## config.mk

```make
export PLATFORM = sky130hd
export DESIGN_NAME = rfe_config
export DESIGN_NICKNAME = d
export VERILOG_FILES = /design/src/shared/rfe_pkg.sv /design/src/logic/rfe_config.sv /design/src/logic/rfe_rssi_meter.sv /design/src/logic/rfe_sync3.sv
export VERILOG_INCLUDE_DIRS = /design/src /design/src/shared
export SDC_FILE = /design/constraint.sdc
export NUM_CORES = 1
export LEC_CHECK = 0
export BUFFER_PORTS_ARGS = -buffer_cell sky130_fd_sc_hd__buf_2
export CORE_MARGIN = 1
export CORE_UTILIZATION = 54
export DETAILED_ROUTE_END_ITERATION = 7
export PLACE_DENSITY = 0.8
export SYNTH_ARGS = -nofsm -noshare
export SYNTH_HDL_FRONTEND = slang
export SYNTH_HIERARCHICAL = 1
export SYNTH_SLANG_ARGS = --single-unit
```

## constraint.sdc

```tcl
create_clock -name pclk -period 2.4 [get_ports pclk]
set_clock_uncertainty 0.1 [all_clocks]
set_input_delay 0.36 -clock pclk [delete_from_list [all_inputs] [get_ports pclk]]
set_output_delay 0.36 -clock pclk [all_outputs]
set_load 0.01 [all_outputs]
```

## src/shared/rfe_params.svh

```systemverilog
// Register offsets, field positions, reset values and counts of the receiver front-end configuration block.
`ifndef RFE_PARAMS_SVH
`define RFE_PARAMS_SVH

// Register indices; the byte address on the bus is four times the index.
`define RFE_IDX_CHIP_CTRL  4'h0
`define RFE_IDX_PROTO_CTRL 4'h1
`define RFE_IDX_RXSET      4'hA
`define RFE_IDX_RSSI       4'hF

// Reset values.
`define RFE_RST_CHIP_CTRL  8'h00
`define RFE_RST_PROTO_CTRL 8'h00
`define RFE_RST_RXSET      8'h40
`define RFE_RST_RSSI       8'h00

// Chip status control fields.
`define RFE_BIT_SWAP       3
`define RFE_BIT_AGC_EN     2

// Gain and filter setting fields.
`define RFE_BIT_BAND_LOW   7
`define RFE_BIT_BAND_MID   6
`define RFE_BIT_BAND_HIGH  5
`define RFE_BIT_BAND_WIDE  4
`define RFE_BIT_GRED_HI    3
`define RFE_BIT_GRED_LO    2
`define RFE_BIT_AGC_LEVEL3 1
`define RFE_BIT_NOLIM      0

// Signal-strength field positions.
`define RFE_RSSI_MAIN_LSB  0
`define RFE_RSSI_AUX_LSB   3

// Gain control and gain reduction figures.
`define RFE_AGC_FREEZE_PULSES 8
`define RFE_AGC_MULT_LOW      3
`define RFE_AGC_MULT_HIGH     5
`define RFE_GRED_STEP_DB      5
`define RFE_WIDE_GRED_DB      18

`endif

```

## src/shared/rfe_pkg.sv

```systemverilog
// Types shared by the receiver front-end configuration block.
package rfe_pkg;

  // Decoded view of the gain and filter setting register.
  typedef struct packed {
    logic       band_low_sel;
    logic       band_mid_sel;
    logic       band_high_sel;
    logic       band_wide_sel;
    logic       gain_reduce_hi;
    logic       gain_reduce_lo;
    logic       agc_level3;
    logic       agc_nolim;
  } rfe_rxset_t;

  // Quantised signal strength of both paths.
  typedef struct packed {
    logic [2:0] aux;
    logic [2:0] main;
  } rfe_rssi_t;

  typedef enum logic [1:0] {
    RFE_BUS_IDLE,
    RFE_BUS_ACCESS
  } rfe_bus_t;

endpackage

```

## src/logic/rfe_config.sv

```systemverilog
// Receiver front-end configuration: input routing, strength readout, gain control and filter settings.
//
// The implementer's own choice: the APB slave port.
`timescale 1ns/1ns
`include "rfe_params.svh"
module rfe_config #(
  parameter int LW        = 8,
  parameter int DIG_LEVEL = 16
) (
  // Clock, reset and clock enable
  input  wire logic                pclk,
  input  wire logic                presetn,
  input  wire logic                clk_en,
  // APB slave
  input  wire logic                psel,
  input  wire logic                penable,
  input  wire logic                pwrite,
  input  wire logic [7:0]          paddr,
  input  wire logic [31:0]         pwdata,
  output logic      [31:0]         prdata,
  output logic                     pready,
  output logic                     pslverr,
  // Pins
  input  wire logic                enable_pin,
  input  wire logic                subcarrier_pulse,
  // Envelope levels of both inputs and the response window
  input  wire logic [LW-1:0]       rx_input_first,
  input  wire logic [LW-1:0]       rx_input_second,
  input  wire logic                tag_response,
  // Main path towards the digitizer
  output logic      [LW-1:0]       main_level,
  // Analog settings
  output rfe_pkg::rfe_rxset_t      rx_setting,
  output logic      [4:0]          gain_reduce_db,
  output logic                     band_default,
  output logic                     agc_active,
  output logic                     agc_reduce
);
  import rfe_pkg::*;

  // The strength field takes the top three bits of a level, so narrower levels cannot be served.
  if (LW < 3 || LW > 16) begin : g_bad_lw
    $error("rfe_config: LW must lie between 3 and 16");
  end
  if (DIG_LEVEL < 1 || DIG_LEVEL * `RFE_AGC_MULT_HIGH >= 2 ** (LW + 1)) begin : g_bad_dig_level
    $error("rfe_config: DIG_LEVEL does not fit the level width");
  end

  function automatic logic [7:0] byte_addr(input logic [3:0] idx);
    byte_addr = {2'b00, idx, 2'b00};
  endfunction

  function automatic logic [LW:0] agc_limit(input logic level3);
    agc_limit = level3 ? (LW+1)'(DIG_LEVEL * `RFE_AGC_MULT_LOW) : (LW+1)'(DIG_LEVEL * `RFE_AGC_MULT_HIGH);
  endfunction

  function automatic logic [4:0] reduce_db(input logic [7:0] set);
    logic [4:0] db;
    db = 5'(`RFE_GRED_STEP_DB) * {3'b000, set[`RFE_BIT_GRED_HI], set[`RFE_BIT_GRED_LO]};
    if (set[`RFE_BIT_BAND_WIDE]) begin
      db = 5'(`RFE_WIDE_GRED_DB);
    end
    reduce_db = db;
  endfunction

  logic [7:0]      chip_ctrl;
  logic [7:0]      proto_ctrl;
  logic [7:0]      rxset;
  rfe_rssi_t       rssi;
  rfe_bus_t        bus_state;
  logic            enabled;
  logic            pulse_level;
  logic            pulse_d;
  logic            resp_d;
  logic [3:0]      pulse_cnt;
  logic            agc_frozen;
  logic [LW-1:0]   aux_level;
  logic [LW-1:0]   main_peak;
  logic [LW-1:0]   aux_peak;
  logic            wr_commit;
  logic            proto_write;

  assign wr_commit   = clk_en && psel && penable && pready && pwrite;
  assign proto_write = wr_commit && (paddr == byte_addr(`RFE_IDX_PROTO_CTRL));

  rfe_sync3 u_sync_enable (
    .pclk    (pclk),
    .presetn (presetn),
    .clk_en  (clk_en),
    .pin     (enable_pin),
    .level   (enabled)
  );

  rfe_sync3 u_sync_pulse (
    .pclk    (pclk),
    .presetn (presetn),
    .clk_en  (clk_en),
    .pin     (subcarrier_pulse),
    .level   (pulse_level)
  );

  // Bus handshake: every access completes with one wait-free access cycle.
  always_ff @(posedge pclk or negedge presetn) begin
    if (!presetn) begin
      bus_state <= RFE_BUS_IDLE;
      pready    <= 1'b0;
    end else if (clk_en) begin
      unique case (bus_state)
        RFE_BUS_IDLE: begin
          if (psel && !penable) begin
            bus_state <= RFE_BUS_ACCESS;
            pready    <= 1'b1;
          end
        end
        RFE_BUS_ACCESS: begin
          bus_state <= RFE_BUS_IDLE;
          pready    <= 1'b0;
        end
      endcase
    end
  end

  // Read data and error are prepared in the setup cycle; unmapped addresses answer with an error.
  always_ff @(posedge pclk or negedge presetn) begin
    if (!presetn) begin
      prdata  <= 32'h0000_0000;
      pslverr <= 1'b0;
    end else if (clk_en) begin
      if (psel && !penable) begin
        pslverr <= 1'b0;
        prdata  <= 32'h0000_0000;
        if (paddr == byte_addr(`RFE_IDX_CHIP_CTRL)) begin
          prdata[7:0] <= pwrite ? 8'h00 : chip_ctrl;
        end else if (paddr == byte_addr(`RFE_IDX_PROTO_CTRL)) begin
          prdata[7:0] <= pwrite ? 8'h00 : proto_ctrl;
        end else if (paddr == byte_addr(`RFE_IDX_RXSET)) begin
          prdata[7:0] <= pwrite ? 8'h00 : rxset;
        end else if (paddr == byte_addr(`RFE_IDX_RSSI)) begin
          prdata[7:0] <= pwrite ? 8'h00 : {2'b00, rssi};
          pslverr     <= pwrite;
        end else begin
          pslverr <= 1'b1;
        end
      end else if (!psel) begin
        prdata  <= 32'h0000_0000;
        pslverr <= 1'b0;
      end
    end
  end

  always_ff @(posedge pclk or negedge presetn) begin
    if (!presetn) begin
      chip_ctrl <= `RFE_RST_CHIP_CTRL;
    end else if (clk_en && wr_commit && paddr == byte_addr(`RFE_IDX_CHIP_CTRL)) begin
      chip_ctrl <= pwdata[7:0];
    end
  end

  always_ff @(posedge pclk or negedge presetn) begin
    if (!presetn) begin
      proto_ctrl <= `RFE_RST_PROTO_CTRL;
    end else if (proto_write) begin
      proto_ctrl <= pwdata[7:0];
    end
  end

  // Enable low or a protocol write presets the settings; direct writes refine them afterwards.
  always_ff @(posedge pclk or negedge presetn) begin
    if (!presetn) begin
      rxset <= `RFE_RST_RXSET;
    end else if (clk_en) begin
      if (!enabled || proto_write) begin
        rxset <= `RFE_RST_RXSET;
      end else if (wr_commit && paddr == byte_addr(`RFE_IDX_RXSET)) begin
        rxset <= pwdata[7:0];
      end
    end
  end

  // Only the main path reaches the digitizer; the auxiliary level stays inside for monitoring.
  always_ff @(posedge pclk or negedge presetn) begin
    if (!presetn) begin
      main_level <= '0;
      aux_level  <= '0;
    end else if (clk_en) begin
      main_level <= chip_ctrl[`RFE_BIT_SWAP] ? rx_input_second : rx_input_first;
      aux_level  <= chip_ctrl[`RFE_BIT_SWAP] ? rx_input_first : rx_input_second;
    end
  end

  rfe_rssi_meter #(
    .LW (LW)
  ) u_meter_main (
    .pclk    (pclk),
    .presetn (presetn),
    .clk_en  (clk_en),
    .active  (tag_response),
    .level   (main_level),
    .peak    (main_peak)
  );

  rfe_rssi_meter #(
    .LW (LW)
  ) u_meter_aux (
    .pclk    (pclk),
    .presetn (presetn),
    .clk_en  (clk_en),
    .active  (tag_response),
    .level   (aux_level),
    .peak    (aux_peak)
  );

  // Both strengths are published together when the response ends, so software never sees a mixed pair.
  always_ff @(posedge pclk or negedge presetn) begin
    if (!presetn) begin
      rssi   <= rfe_rssi_t'(6'(`RFE_RST_RSSI));
      resp_d <= 1'b0;
    end else if (clk_en) begin
      resp_d <= tag_response;
      if (resp_d && !tag_response) begin
        rssi.main <= main_peak[LW-1 -: 3];
        rssi.aux  <= aux_peak[LW-1 -: 3];
      end
    end
  end

  // Subcarrier pulses are counted per response to time the gain-control freeze.
  always_ff @(posedge pclk or negedge presetn) begin
    if (!presetn) begin
      pulse_d   <= 1'b0;
      pulse_cnt <= 4'h0;
    end else if (clk_en) begin
      pulse_d <= pulse_level;
      if (!tag_response) begin
        pulse_cnt <= 4'h0;
      end else if (pulse_level && !pulse_d && pulse_cnt < 4'(`RFE_AGC_FREEZE_PULSES)) begin
        pulse_cnt <= pulse_cnt + 4'h1;
      end
    end
  end

  always_ff @(posedge pclk or negedge presetn) begin
    if (!presetn) begin
      agc_frozen <= 1'b0;
    end else if (clk_en) begin
      agc_frozen <= tag_response && !rxset[`RFE_BIT_NOLIM]
                    && (pulse_cnt == 4'(`RFE_AGC_FREEZE_PULSES));
    end
  end

  // Gain reduction is latched while the loop may act and held once frozen.
  always_ff @(posedge pclk or negedge presetn) begin
    if (!presetn) begin
      agc_reduce <= 1'b0;
      agc_active <= 1'b0;
    end else if (clk_en) begin
      agc_active <= chip_ctrl[`RFE_BIT_AGC_EN] && !agc_frozen;
      if (!chip_ctrl[`RFE_BIT_AGC_EN] || (tag_response && !resp_d)) begin
        agc_reduce <= 1'b0;
      end else if (tag_response && !agc_frozen
                   && {1'b0, main_level} > agc_limit(rxset[`RFE_BIT_AGC_LEVEL3])) begin
        agc_reduce <= 1'b1;
      end
    end
  end

  always_ff @(posedge pclk or negedge presetn) begin
    if (!presetn) begin
      rx_setting     <= rfe_rxset_t'(`RFE_RST_RXSET);
      gain_reduce_db <= 5'h00;
      band_default   <= 1'b0;
    end else if (clk_en) begin
      rx_setting     <= rfe_rxset_t'(rxset);
      gain_reduce_db <= reduce_db(rxset);
      band_default   <= (rxset[7:4] == 4'h0);
    end
  end
endmodule // rfe_config

```

## src/logic/rfe_rssi_meter.sv

```systemverilog
// Peak-hold strength meter for one receive path over a tag response.
`timescale 1ns/1ns
module rfe_rssi_meter #(
  parameter int LW = 8
) (
  // Clock, reset and clock enable
  input  wire logic          pclk,
  input  wire logic          presetn,
  input  wire logic          clk_en,
  // Measurement
  input  wire logic          active,
  input  wire logic [LW-1:0] level,
  output logic      [LW-1:0] peak
);

  logic active_d;

  always_ff @(posedge pclk or negedge presetn) begin
    if (!presetn) begin
      active_d <= 1'b0;
    end else if (clk_en) begin
      active_d <= active;
    end
  end

  // Each response starts a fresh peak so a strong old reply cannot mask a weak new one.
  always_ff @(posedge pclk or negedge presetn) begin
    if (!presetn) begin
      peak <= '0;
    end else if (clk_en) begin
      if (active && !active_d) begin
        peak <= level;
      end else if (active && (level > peak)) begin
        peak <= level;
      end
    end
  end

endmodule // rfe_rssi_meter

```

## src/logic/rfe_sync3.sv

```systemverilog
// Three-stage pin synchroniser that accepts a new level once the last two stages agree.
`timescale 1ns/1ns
module rfe_sync3 (
  // Clock, reset and clock enable
  input  wire logic pclk,
  input  wire logic presetn,
  input  wire logic clk_en,
  // Pin and settled level
  input  wire logic pin,
  output logic      level
);

  logic stage1;
  logic stage2;
  logic stage3;

  always_ff @(posedge pclk or negedge presetn) begin
    if (!presetn) begin
      stage1 <= 1'b0;
      stage2 <= 1'b0;
      stage3 <= 1'b0;
    end else if (clk_en) begin
      stage1 <= pin;
      stage2 <= stage1;
      stage3 <= stage2;
    end
  end

  // A single-cycle disagreement between stages two and three leaves the level unchanged.
  always_ff @(posedge pclk or negedge presetn) begin
    if (!presetn) begin
      level <= 1'b0;
    end else if (clk_en && (stage2 == stage3)) begin
      level <= stage3;
    end
  end

endmodule // rfe_sync3

```

==> results.md <==
- Status: finished clean
- Routed len/inst: ~16 um
- H-Tree Depth: 3
- DR vias/cell: 5.559
- Worst Hold Class: in -> reg
- Clock root cell: clkbuf_8
- Hold Crit Start: subcarrier_pulse
- CP Data Arrival Time: around 2.4 ns
- Post-Syn Area per Cell: between 10 and 15 um2
- Worst-skew pair later-pin latency: around 0.37 ns
- Worst-margin pin slew: 0.8929 ns
- Top cells by count, synth: 101 x dfrtp_1, 47 x mux2_2, 33 x inv_1
- Layout cell share with drive strength beyond 1: between 20% and 30%
- Max Root-Sink Buffers: 2
- Worst vdd ir: approximately 0.47 mV
- Clock power share: a little over a quarter
- Std cell rows: 35
- Finished Cell Area: just under 6000 um2
- YS warnings: 6
- Leak pwr: around 2.8 nW
- Number of synthesized flops with an enable pin: 0
- Core Area: about 9300 um2
- Ports: around 120
- Post-DRT Antenna Nets: 0
- Total gr overflow: 0
- Synth Instances: between 400 and 500
- Syn Std Cell Area: between 5000 and 6000 um2
- Area Growth Syn to Fin: 13.46%
- Period minus WS final: ~2.2 ns
- Die Wd: around 100 um
- Startpoint Class: flop
- CP Max Fanout: 8
- Fill cell count: between 700 and 800
- CTS clk-pin slew, worst paths: about 0.10 ns
- Worst Path Required: about 2.6 ns
- Total track usage: between 20% and 30%
- Most numerous cell in the Yosys netlist: dfrtp_1
- Top sig layer: met4
- Met1 wire length: 4.718 mm
- Post-synthesis sequential area ratio: roughly 50%
- Asr flop ratio synth: 100.0%
- Largest net degree at the start of global routing: 56
- Die height: about 100 um
- Pint: 2.919 mW
- Max-Cap Viols: 0
- Type of the worst setup path: reg -> reg
- Post-DP HPWL: about 8 mm
- Worst r2r src: main_level[7]
- First-pass DRT Iterations: 4
- Setup slack after layout: between 0.15 and 0.2 ns
- RSZ-0062 raised after global routing: false
- Vias in the first global route: approximately 3700
- Final setup fails: 0
- DRT iter0 DRCs: 205
- DP Area: ~5700 um2
- Setup crit end kind: flop
- Yosys top cell by area: dfrtp_1
- Vias: about 3800
- I/O Buffers: 74
- CP Launch Point: main_level[7]
- Total CTS buffers: 9
- Relative slew slack: ~40%
- Final nets: roughly 630
- Starting Density: 56.05%
- Max Fclk: approximately 450 MHz
- Seq pwr share: around half
- Setup TNS Final: 0 ns
- Netlist cell types: 51
- Met3 wire len: roughly 570 um
- Drt drc: 0
- Max-slew violations: 0
- Final hold vios: 0
- Final WL: about 11 mm
- Seq cells post-synth: a little over 100
- Sw frac: a little under a third
- Top cell type's share of synthesized area: around half
- Met2 routed WL: roughly 5.3 mm
- Initial antenna violation count: 0
- Register area: 2580 um2
- Routability cong.: ~0.90
- Pwr per Cell Area: about 700 nW/um2
- Diode count: 0
- R2R setup slack: 0.18 ns
- Clock sink count: slightly above 100
- Top post-synthesis cells by area: dfrtp_1 49%, mux2_2 10%, ha_1 4.8%, mux2i_1 4.8%, buf_4 3.9%
- First-pass GRT wire length: about 18 mm
- Fin crit share: 92.42%
- DIE AREA: 10030 um2
- Final Util: between 60 and 70%
- NetSw: between 1 and 1.5 mW
- Ys flop type: dfrtp_1
- Pre-CTS WS: ~0.11 ns
- CTS tree: yes
- Combinational fraction of design power: between 20% and 30%
- Multi-input gate area: around 2300 um2
[area by class of cell]
cell class / instances / share of cell area [%]
clock buffer: 9 / 2.098
clock inverter: 7 / 1.356
sequential: 103 / 43.70
timing repair buffer: 89 / 8.688
tap: 129 / 2.734
multi-input combinational: 307 / 39.27
inverter: 34 / 2.161
[per-layer routing]
layer,track usage [%],vias to the layer above
li1,-,1762
met1,30.08,1867
met2,39.04,121
met3,5.084,19
met4,6.912,0
met5,0,-
[final timing paths]
kind,end,cells after the start
max,u_meter_main/peak[2],5
min,u_sync_pulse/stage1,2
max reg2reg,u_meter_main/peak[2],5
min reg2reg,agc_active,1
max in group asynchronous,rxset[6],3
min in group asynchronous,u_meter_main/peak[3],2
[cells by family (layout without fill, tap and decap cells)]
family,Yosys count,after routing,share of synthesized area [%]
flops,103,103,49.58
buf+inv,76,139,7.526
xor+xnor,1,1,0.1683
fa+ha+maj,20,20,4.809
other cells,1,24,0.07206
simple gates,89,89,8.752
mux,80,80,16.71
compound gates,93,93,12.38
[worst max-delay path, stage by stage (launching register included)]
cell     delay, ns
dfrtp_1       0.44
ha_1          0.35
nand4_1       0.15
o21ai_0       0.16
o31ai_4       0.51
mux2_2        0.40
[power by group through the flow]
stage / registers (mW) / clock network [mW] / logic, mW
3_5_place_dp: 2.19 / 0 / 0.912
3_3_place_gp: 2.18 / 0 / 0.861
4_1_cts: 2.16 / 1.16 / 0.919
2_1_floorplan: 2.14 / 0 / 0.673
5_1_grt: 2.20 / 1.21 / 1.04
6_report: 2.16 / 1.13 / 0.914
[registers in the layout, summed over array words and instances (netlist names), 3 cells and up]
register and count:
proto_ctrl 8, pulse_cnt 4, rxset 8, aux_level 8, rssi 6, chip_ctrl 8, gain_reduce_db 3, rx_setting 8
prdata 8, u_meter_main/peak 8, main_level 8, u_meter_aux/peak 8
[cell usage in the layout, fill, tap and decap left out, types with 3 or more instances in the layout]
cell        n
dfrtp_1   101
buf_2      73
mux2_2     47
inv_1      33
nor2_1     26
nand2_1    26
mux2i_1    25
a21oi_1    25
conb_1     24
ha_1       20
o21ai_0    15
buf_4      13
o211ai_1   10
a32o_1     10
clkbuf_8    9
mux2_1      8
o21ai_1     7
a22oi_1     6
nand2b_1    5
nor3_1      4
nor2b_1     4
nand3_1     4
or4_1       3
a21o_1      3
a22o_1      3
[timing repair]
item / in CTS / in global routing
hold buffers: 1 / 0
endpoints found under the hold margin: 30 / 0
resized for setup: 0 / 0
setup buffers: 0 / 0
[through the flow]
| stage | cells | hold slack [ns] | power (mW) |
|---|---|---|---|
| final | 678 | 0.1138 | 4.203 |
| after global routing | 678 | 0.09990 | 4.457 |
| after CTS | 678 | 0.1035 | 4.237 |
| after detailed placement | 661 | 0.2271 | 3.106 |
| after global placement | 661 | 0.2233 | 3.039 |
| after floorplan | 486 | -0.03559 | 2.815 |
No activity file was read; power rests on OpenSTA's default activity.
